--- config.mk ---
export PLATFORM = sky130hd
export DESIGN_NAME = pld_phase_loss_detector
export DESIGN_NICKNAME = d
export VERILOG_FILES = /design/src/pld_pkg.sv /design/src/pld_phase_loss_detector.sv
export VERILOG_INCLUDE_DIRS = /design/src
export SDC_FILE = /design/constraint.sdc
export NUM_CORES = 1
export LEC_CHECK = 0
export ABC_AREA = 1
export BUFFER_PORTS_ARGS = -buffer_cell sky130_fd_sc_hd__buf_4
export CAP_MARGIN = 20
export CELL_PAD_IN_SITES_DETAIL_PLACEMENT = 1
export CELL_PAD_IN_SITES_GLOBAL_PLACEMENT = 2
export CORE_MARGIN = 2
export CORE_UTILIZATION = 30
export CTS_CLUSTER_DIAMETER = 150
export DETAILED_ROUTE_END_ITERATION = 12
export PLACE_DENSITY_LB_ADDON = 0.1
export SETUP_SLACK_MARGIN = 0.15
export SYNTH_ARGS = -nofsm -noshare
export SYNTH_HDL_FRONTEND = slang
export SYNTH_SLANG_ARGS = --single-unit
--- constraint.sdc ---
create_clock -name clk -period 2.46 [get_ports clk]
set_input_delay 0.738 -clock clk [delete_from_list [all_inputs] [get_ports clk]]
set_output_delay 0.738 -clock clk [all_outputs]
set_load 0.02 [all_outputs]
--- src/pld_cfg.svh ---
`ifndef PLD_CFG_SVH
`define PLD_CFG_SVH
// Register map (word offsets on the plain register port)
`define PLD_ADDR_CONFIG 4'h0
`define PLD_ADDR_STATUS 4'h1
`define PLD_ADDR_IRQ_STAT 4'h2
`define PLD_ADDR_IRQ_MASK 4'h3
// Configuration field positions
`define PLD_BIT_FINE_EN 7
`define PLD_BIT_INACT 6
`define PLD_BIT_NARROW 5
`define PLD_WIN_HI 2
`define PLD_WIN_LO 0
`define PLD_CONFIG_RST 8'ha2
// Writable bits of the configuration register; bits 4:3 unused
`define PLD_CONFIG_WMASK 8'he7
// Qualification time, in milliseconds, before lock is declared
`define PLD_QUAL_MS 1500
`define PLD_CLK_KHZ 20000
`define PLD_QUAL_CYC (`PLD_QUAL_MS * `PLD_CLK_KHZ)
// Interrupt status and mask bit positions
`define PLD_EV_LOST 0
`define PLD_EV_LOCKED 1
`endif

--- src/pld_pkg.sv ---
package pld_pkg;
   typedef enum logic [1:0] {
      PLD_ACQUIRE = 2'b00,
      PLD_QUALIFY = 2'b01,
      PLD_LOCKED = 2'b10
   } pld_state_e;
   typedef enum logic {
      PLD_RELOCK_EDGE = 1'b0,
      PLD_RELOCK_FULL = 1'b1
   } pld_relock_e;
endpackage : pld_pkg

--- src/pld_phase_loss_detector.sv ---
// How it works
// - Fine window disabled: window ignored entirely
// - Inactivity-unlock set: inactivity raises phase lost
// - Not lost: relock to nearest edge
// - Window field resets to 010
// - Lock declared after in-window qualification time
// - Leaving window gives immediate loss
// - Window width proportional to field value plus one
`timescale 1ns/1ps
`include "pld_cfg.svh"
module pld_phase_loss_detector #(
   parameter int PHASE_W = 16,
   parameter int WIN_UNIT = 1024,
   parameter int QUAL_CYCLES = `PLD_QUAL_CYC
) (
   input wire logic clk,
   input wire logic srst,
   input wire logic [3:0] reg_addr,
   input wire logic [7:0] reg_wdata,
   input wire logic reg_wr,
   input wire logic reg_rd,
   output logic [7:0] reg_rdata,
   input wire logic [PHASE_W-1:0] phase_err_mag,
   input wire logic phase_valid,
   input wire logic ref_active,
   input wire logic coarse_loss,
   output logic lock_indication_status,
   output logic phase_lost,
   output pld_pkg::pld_relock_e relock_mode,
   output logic irq
);
   typedef struct packed {
      logic [7:0] config_reg;
      logic [1:0] irq_stat_reg;
      logic [1:0] irq_mask_reg;
      pld_pkg::pld_state_e state_reg;
      logic [31:0] qual_cnt_reg;
      logic lost_reg;
      logic [7:0] rdata_reg;
      logic active_s1_reg;
      logic active_s2_reg;
   } pld_state_s;

   pld_state_s st_reg;
   pld_state_s st_next;

   // Window limit grows linearly with the size field, 000 smallest
   function automatic logic [PHASE_W:0] win_limit(input logic [2:0] sz);
      win_limit = (PHASE_W+1)'((32'(sz) + 32'd1) * 32'(WIN_UNIT));
   endfunction : win_limit

   logic fine_en;
   logic in_window;
   logic fine_loss;
   logic inact_loss;
   logic loss_now;

   // Loss detection terms
   always_comb begin
      fine_en = st_reg.config_reg[`PLD_BIT_FINE_EN];
      in_window = ({1'b0, phase_err_mag} <=
                   win_limit(st_reg.config_reg[`PLD_WIN_HI:`PLD_WIN_LO]));
      fine_loss = fine_en && phase_valid && !in_window;
      inact_loss = st_reg.config_reg[`PLD_BIT_INACT] &&
                   !st_reg.active_s2_reg;
      loss_now = fine_loss || inact_loss || coarse_loss;
   end

   // Next state: registers, lock qualification, events
   always_comb begin
      st_next = st_reg;
      st_next.active_s1_reg = ref_active;
      st_next.active_s2_reg = st_reg.active_s1_reg;
      st_next.rdata_reg = 8'h00;
      // Register writes
      if (reg_wr) begin
         if (reg_addr == `PLD_ADDR_CONFIG) begin
            st_next.config_reg = reg_wdata & `PLD_CONFIG_WMASK;
         end else if (reg_addr == `PLD_ADDR_IRQ_STAT) begin
            st_next.irq_stat_reg = st_reg.irq_stat_reg & ~reg_wdata[1:0];
         end else if (reg_addr == `PLD_ADDR_IRQ_MASK) begin
            st_next.irq_mask_reg = reg_wdata[1:0];
         end
      end
      // Register reads, data in next cycle
      if (reg_rd) begin
         if (reg_addr == `PLD_ADDR_CONFIG) begin
            st_next.rdata_reg = st_reg.config_reg;
         end else if (reg_addr == `PLD_ADDR_STATUS) begin
            st_next.rdata_reg = {5'h00, st_reg.state_reg == pld_pkg::PLD_LOCKED,
                                 st_reg.lost_reg,
                                 st_reg.state_reg == pld_pkg::PLD_LOCKED};
         end else if (reg_addr == `PLD_ADDR_IRQ_STAT) begin
            st_next.rdata_reg = {6'h00, st_reg.irq_stat_reg};
         end else if (reg_addr == `PLD_ADDR_IRQ_MASK) begin
            st_next.rdata_reg = {6'h00, st_reg.irq_mask_reg};
         end
      end
      // Lock state machine
      case (st_reg.state_reg)
         pld_pkg::PLD_ACQUIRE: begin
            st_next.qual_cnt_reg = 32'h0;
            if (!loss_now) begin
               st_next.state_reg = pld_pkg::PLD_QUALIFY;
            end
         end
         pld_pkg::PLD_QUALIFY: begin
            if (loss_now) begin
               st_next.state_reg = pld_pkg::PLD_ACQUIRE;
               st_next.qual_cnt_reg = 32'h0;
            end else if (st_reg.qual_cnt_reg >= 32'(QUAL_CYCLES - 1)) begin
               st_next.state_reg = pld_pkg::PLD_LOCKED;
               st_next.lost_reg = 1'b0;
               st_next.irq_stat_reg[`PLD_EV_LOCKED] = 1'b1;
            end else begin
               st_next.qual_cnt_reg = st_reg.qual_cnt_reg + 32'h1;
            end
         end
         pld_pkg::PLD_LOCKED: begin
            if (loss_now) begin
               st_next.state_reg = pld_pkg::PLD_ACQUIRE;
               st_next.lost_reg = 1'b1;
               st_next.irq_stat_reg[`PLD_EV_LOST] = 1'b1;
            end
         end
         default: begin
            st_next.state_reg = pld_pkg::PLD_ACQUIRE;
         end
      endcase
   end

   // State register
   always_ff @(posedge clk) begin
      if (srst) begin
         st_reg <= '0;
         st_reg.config_reg <= `PLD_CONFIG_RST;
         st_reg.irq_mask_reg <= 2'h0;
         st_reg.state_reg <= pld_pkg::PLD_ACQUIRE;
      end else begin
         st_reg <= st_next;
      end
   end

   // Outputs
   assign reg_rdata = st_reg.rdata_reg;
   assign lock_indication_status = (st_reg.state_reg == pld_pkg::PLD_LOCKED);
   assign phase_lost = st_reg.lost_reg;
   // Nearest edge until loss, full acquisition until lock is declared again
   assign relock_mode = st_reg.lost_reg ? pld_pkg::PLD_RELOCK_FULL
                                        : pld_pkg::PLD_RELOCK_EDGE;
   assign irq = |(st_reg.irq_stat_reg & st_reg.irq_mask_reg);
endmodule : pld_phase_loss_detector

### Yosys cells after proc, flatten, opt, wreduce, memory -nomap -nowiden

Index checks and enable logic that the tools add are counted.

| storage, ports and cells | value |
|---|---|
| register bits | 55 |
| output and inout bits | 12 |

| operators by class | value |
|---|---|
| $add $sub $neg | 2 |
| magnitude comparators | 2 |
| equal/unequal tests | 11 |
| multiplexer cells | 26 |
| bitwise operators | 6 |
| reduce and logical (&&, ||, !) cells | 19 |

Operator list:

| kind | number |
|---|---|
| 32-bit case mux with 2 select lines | 1 |
| 34-bit two-way mux | 1 |
| 32-bit by 1-bit adder with 32-bit output (second input constant) | 1 |
| 32-bit by 25-bit greater-or-equal comparator with 1-bit output (second input constant) | 1 |
| 32-bit two-way mux | 1 |
| 16-bit by 14-bit <= comparator with 1-bit output | 1 |
| 2-bit two-way mux | 8 |
| 1-bit two-way mux | 9 |
| 4-bit by 2-bit equality test with 1-bit output (second input constant) | 2 |
| 4-bit two-way mux | 2 |
| 8-bit two-way mux | 1 |
| 4-bit AND reduction | 2 |
| 2-bit != test (second input constant) | 3 |
| 3-bit != test (second input constant) | 2 |
| 2-bit case mux with 3 select lines | 1 |
| 5-bit OR reduction | 1 |
| 3-bit by 1-bit adder with 4-bit output (second input constant) | 1 |
| 2-bit bitwise AND | 2 |
| 4-bit by 1-bit equality test with 1-bit output (second input constant) | 1 |
| 4-bit logical NOT | 1 |
| 2-bit AND reduction | 2 |
| 2-bit nonzero test | 2 |
| 2-bit OR reduction | 2 |
| 1-bit logical AND | 3 |
| 11 further kinds | 15 |

### Depth between registers and ports, before layout

| depth | value |
|---|---|
| depth in word-level cells | 8 |
| gate-level depth with buffers | 16 |
| gate-level depth less buffers | 15 |

### Worst setup path after synthesis

No wires, ideal clock.

| timing path | value |
|---|---|
| kind | input-to-reg |
| from | input phase_err_mag[13] |
| to | register st_reg[30] (netlist bit) |
| setup time | 0.114 ns |
| arrival | 2.037 ns |
| required time | 2.346 ns |
| setup slack | 0.309 ns |
| stages | 14 |
| buffers on the path | 2 |
| path through | ha_1 > nand2_1 > inv_1 > nand2_1 > nor2_1 > nand2_1 > nand3_2 > nand2_2 > nand2_1 > nand3_2 > buf_6 > buf_6 > a21oi_1 > nor2_1 |

| on the way | value |
|---|---|
| cells in the longest elaborated chain, start to end | 7 |
| elaborated cells between the ends (all ways) | 9 |

RTL lines:

| what | RTL line | RTL |
|---|---|---|
| from (decl) | pld_phase_loss_detector.sv:23 | `input wire logic [PHASE_W-1:0] phase_err_mag,` |
| 16-bit by 14-bit <= comparator with 1-bit output * | pld_phase_loss_detector.sv:61 | `in_window = ({1'b0, phase_err_mag} <=` |
| 1-bit logical NOT * | pld_phase_loss_detector.sv:63 | `fine_loss = fine_en && phase_valid && !in_window;` |
| 1-bit logical AND * | pld_phase_loss_detector.sv:63 |  |
| 1-bit logical OR * (2 in series) | pld_phase_loss_detector.sv:66 | `loss_now = fine_loss \|\| inact_loss \|\| coarse_loss;` |
| 34-bit two-way mux or 3-bit != test (tied branches) | n/a |  |
| 32-bit case mux with 2 select lines or 2-bit AND reduction (tied branches) | n/a |  |
| to (signal assigned) | pld_phase_loss_detector.sv:140 | `st_reg <= st_next;` |
| to (decl) | pld_phase_loss_detector.sv:44 | `pld_state_s st_reg;` |

Every way passes the cells marked *; elsewhere a longest branch is shown, timed or not.
A chain may end at the register's enable or synchronous reset.

### Worst setup path after layout

| timing path | value |
|---|---|
| from | register st_reg[49] (netlist bit) |
| to | register st_reg[31] (netlist bit) |

| on the way | value |
|---|---|
| cells in the longest elaborated chain, start to end | 8 |
| elaborated cells between the ends (all ways) | 10 |

RTL lines:

| what | RTL line | RTL |
|---|---|---|
| 3-bit by 1-bit adder with 4-bit output * | pld_phase_loss_detector.sv:49 | `win_limit = (PHASE_W+1)'((32'(sz) + 32'd1) * 32'(WIN_UNIT));` |
| 16-bit by 14-bit <= comparator with 1-bit output * | pld_phase_loss_detector.sv:61 |  |
| 1-bit logical NOT * | pld_phase_loss_detector.sv:63 |  |
| 1-bit logical AND * | pld_phase_loss_detector.sv:63 |  |
| 1-bit logical OR * (2 in series) | pld_phase_loss_detector.sv:66 |  |
| 34-bit two-way mux or 3-bit != test (tied branches) | n/a |  |
| 32-bit case mux with 2 select lines or 2-bit AND reduction (tied branches) | n/a |  |

Marked as above.

==> metrics.md <==
| Metric | Value |
|---|---|
| Largest area contributor in the netlist | `dfxtp_1` |
| Multi-input logic area | `1770 um^2` |
| Reg clk slew, reported paths | `0.11 ns` |
| Clk pwr share | `33.7%` |
| WP buf/inv | `2` |
| Startpoint Class | `flip-flop` |
| Final Util | `38.4%` |
| P_leak | `0.00144 uW` |
| Worst vdd ir | `0.211 mV` |
| Clock skew | `0.00843 ns` |
| Net count, final | `562` |
| Crit path largest cell delay | `0.38 ns` |
| Post-synth top area share | `34.5%` |
| Initial antenna violation count | `0` |
| Routed len/inst | `13.8 um` |
| Layout cells sized above 1 | `18.0%` |
| Via Count | `3087` |
| Mapped Area | `3070 um^2` |
| Largest net degree at the start of global routing | `28` |
| Clock buffer depth | `2` |
| Top delay family on crit path | `simple AND/OR/NAND/NOR gates` |
| Post-synthesis sequential area ratio | `34.5%` |
| FP Rows | `36` |
| RSZ-0062 raised after global routing | `false` |
| HP Class | `flip-flop to flip-flop` |
| Critical path fanouts, max | `6` |
| CTS Sinks | `53` |
| Ys Warns | `0` |
| Max-Cap Viols | `0` |
| Num CTS Buffers | `5` |
| Setup TNS | `0 ns` |
| Fillers | `1271` |
| CP Cell Sequence | `ha_4 > xnor2_1 > ha_1 > nand2_1 > inv_1 > nand2_1 > nor2_1 > nand2_1 > nand3_2 > nand2_4 > nand2_4 > nand3_4 > clkbuf_16 > a21oi_1 > nor2_1` |
| Core area | `9860 um^2` |
| Antenna cells | `0` |
| Combinational power share | `12.4%` |
| Fin. Hold Viols | `0` |
| Vias per cell | `4.71` |
| Antenna Nets Post-Route | `0` |
| Hold buffers post-CTS | `0` |
| Final setup viols | `0` |
| Critical path data arrival time | `2.39 ns` |
| Area Growth Syn to Fin | `23.1%` |
| Number of synthesized flops with an enable pin | `0` |
| Top post-synthesis cells by area | `dfxtp_1, nand2_1, nor2_1` |
| CP Class | `flip-flop to flip-flop` |
| Sw Ratio | `27.9%` |
| First-pass GRT wire length | `14.6 mm` |
| DRT Wirelength | `9.06 mm` |
| CTS tree | `done` |
| Top-count cell post-synth | `nand2_1` |
| Die Wd | `105 um` |
| Library cells used by synthesis | `29` |
| Slew Viols, Final | `0` |
| DRT iter0 DRCs | `97` |
| Async set-reset flop share out of synthesis | `0%` |
| H-tree depth | `2` |
| Register area | `1070 um^2` |
| CP endpoint kind | `flip-flop` |
| Vias in the first global route | `2908` |
| Drt drc | `0` |
| Port-buffer cells | `42` |
| Drt pass-1 iters | `4` |
| CP most frequent cell | `nand2_1` |
| Starting Density | `31.2%` |
| HPWL Detailed | `6.78 mm` |
| PD cells | `429 nW/um^2` |
| Routability cong. | `0.807` |
| Final global-route overflow total | `0` |
| Ys flop type | `dfxtp_1` |
| Fmax | `0.462 GHz` |
| Hold WS | `0.415 ns` |
| I/O pin total | `47` |
| Synthesized flop and latch total | `53` |
| Int Power | `1170 uW` |
| Outcome | `completed` |
| Flop pwr share | `53.9%` |
| Total Die Area | `11100 um^2` |
| Mean Syn Cell Area | `6.42 um^2` |
| Minimum clock period | `2.16 ns` |
| GRT Resource Usage Total | `16.3%` |
| Root Driver | `clkbuf_8` |
| Post-synth top cells | `nand2_1, nor2_1, dfxtp_1` |
| Cells after Synth | `479` |
| Die Y | `105 um` |
| Placed insts | `642` |
| CP required | `2.68 ns` |
| CP max stage cell | `dfxtp_4` |
| Worst skew pair latency | `0.32 ns` |
| Cell Count, Final, Fillers Out | `655` |
| Largest register FFs | `44` |
| Period utilization | `88.0%` |
| P_sw | `452 uW` |
==> worst paths after layout <==
path	startpoint	to	slack, ns	depth (start not counted)
setup / recovery	st_reg[49]	st_reg[31]	0.30	15
hold reg to reg	st_next[0]	st_reg[0]	0.42	2
setup reg to reg	st_reg[49]	st_reg[31]	0.30	15
hold / removal	st_next[0]	st_reg[0]	0.42	2
==> cell families (layout without fill, tap and decap cells) <==
| kind of cell | count (synthesis) | after routing | synth area share, % |
|---|---|---|---|
| simple gates | 285 | 285 | 40.1 |
| buf+inv | 70 | 112 | 10.5 |
| compound gates | 54 | 54 | 9.40 |
| flops | 53 | 53 | 34.5 |
| xor+xnor | 10 | 10 | 2.85 |
| fa+ha+maj | 6 | 6 | 2.44 |
| other cells | 1 | 2 | 0.122 |
==> stage by stage <==
stage / total power (uW) / area (um^2) / worst slack (ns)
2_1_floorplan: 990 / 3080 / 0.309
6_report: 1620 / 3780 / 0.296
4_1_cts: 1630 / 3610 / 0.159
3_5_place_dp: 1070 / 3510 / 0.00288
5_1_grt: 1700 / 3780 / 0.133
3_3_place_gp: 1060 / 3510 / 0.0497
==> worst reg2reg max path, cell delays in order (launching register included) <==
cell and delay (ns):
dfxtp_4 0.38, ha_4 0.16, xnor2_1 0.12, ha_1 0.28, nand2_1 0.07, inv_1 0.06, nand2_1 0.04, nor2_1 0.08
nand2_1 0.07, nand3_2 0.09, nand2_4 0.09, nand2_4 0.09, nand3_4 0.15, clkbuf_16 0.23, a21oi_1 0.13, nor2_1 0.05
==> area by class of cell <==
type / instances / area share [%]
clock buffers: 5 / 1.82
clock inverters: 3 / 0.761
inverters: 47 / 4.86
multi-input cells: 357 / 46.7
flip-flops and latches: 53 / 28.2
well taps: 133 / 4.40
repair buffers: 57 / 13.3
==> cell usage in the layout, fill, tap and decap left out, types with 2 or more instances in the layout <==
| cell type | Yosys | final |
|---|---|---|
| xor2_1 | 6 | 6 |
| nor2_1 | 89 | 89 |
| buf_4 | 9 | 51 |
| o21ai_2 | 0 | 2 |
| inv_8 | 0 | 2 |
| buf_12 | 0 | 3 |
| nand4_1 | 14 | 14 |
| nand2_4 | 0 | 2 |
| nand2_1 | 127 | 126 |
| nor3_2 | 6 | 6 |
| nor2_4 | 1 | 2 |
| o21ai_1 | 0 | 4 |
| clkbuf_16 | 0 | 2 |
| o21bai_1 | 4 | 4 |
| nand3_1 | 20 | 20 |
| ha_4 | 0 | 2 |
| nand3_2 | 3 | 2 |
| ha_1 | 6 | 4 |
| a21oi_1 | 32 | 28 |
| conb_1 | 1 | 2 |
| a21oi_2 | 0 | 4 |
| clkbuf_8 | 0 | 5 |
| dfxtp_1 | 53 | 51 |
| o21ai_0 | 15 | 9 |
| inv_2 | 2 | 3 |
| xnor2_1 | 4 | 4 |
| inv_1 | 45 | 43 |
| nor3_1 | 19 | 19 |
==> metal layers <==
layer,GRT usage (%),vias up,share of wire (%)
met4,3.14,0,0.54
li1,-,1604,-
met1,22.9,1451,51
met5,0,-,0
met2,26.5,27,46
met3,2.41,5,2.4
==> power groups by stage <==
stage               clock [uW]  combinational, uW  sequential (uW)
finish                     547                201              873
global route               604                226              875
CTS                        577                175              874
detailed placement           0                175              893
global placement             0                170              893
floorplan                    0               99.3              891
==> what timing repair did <==
item                                    in CTS  in global routing
buffers inserted                             0                  2
gates resized for setup                      0                 31
endpoints found under the hold margin        0                  0
endpoints found under the setup margin       0                 29
Power figures use the tool's default switching activity.
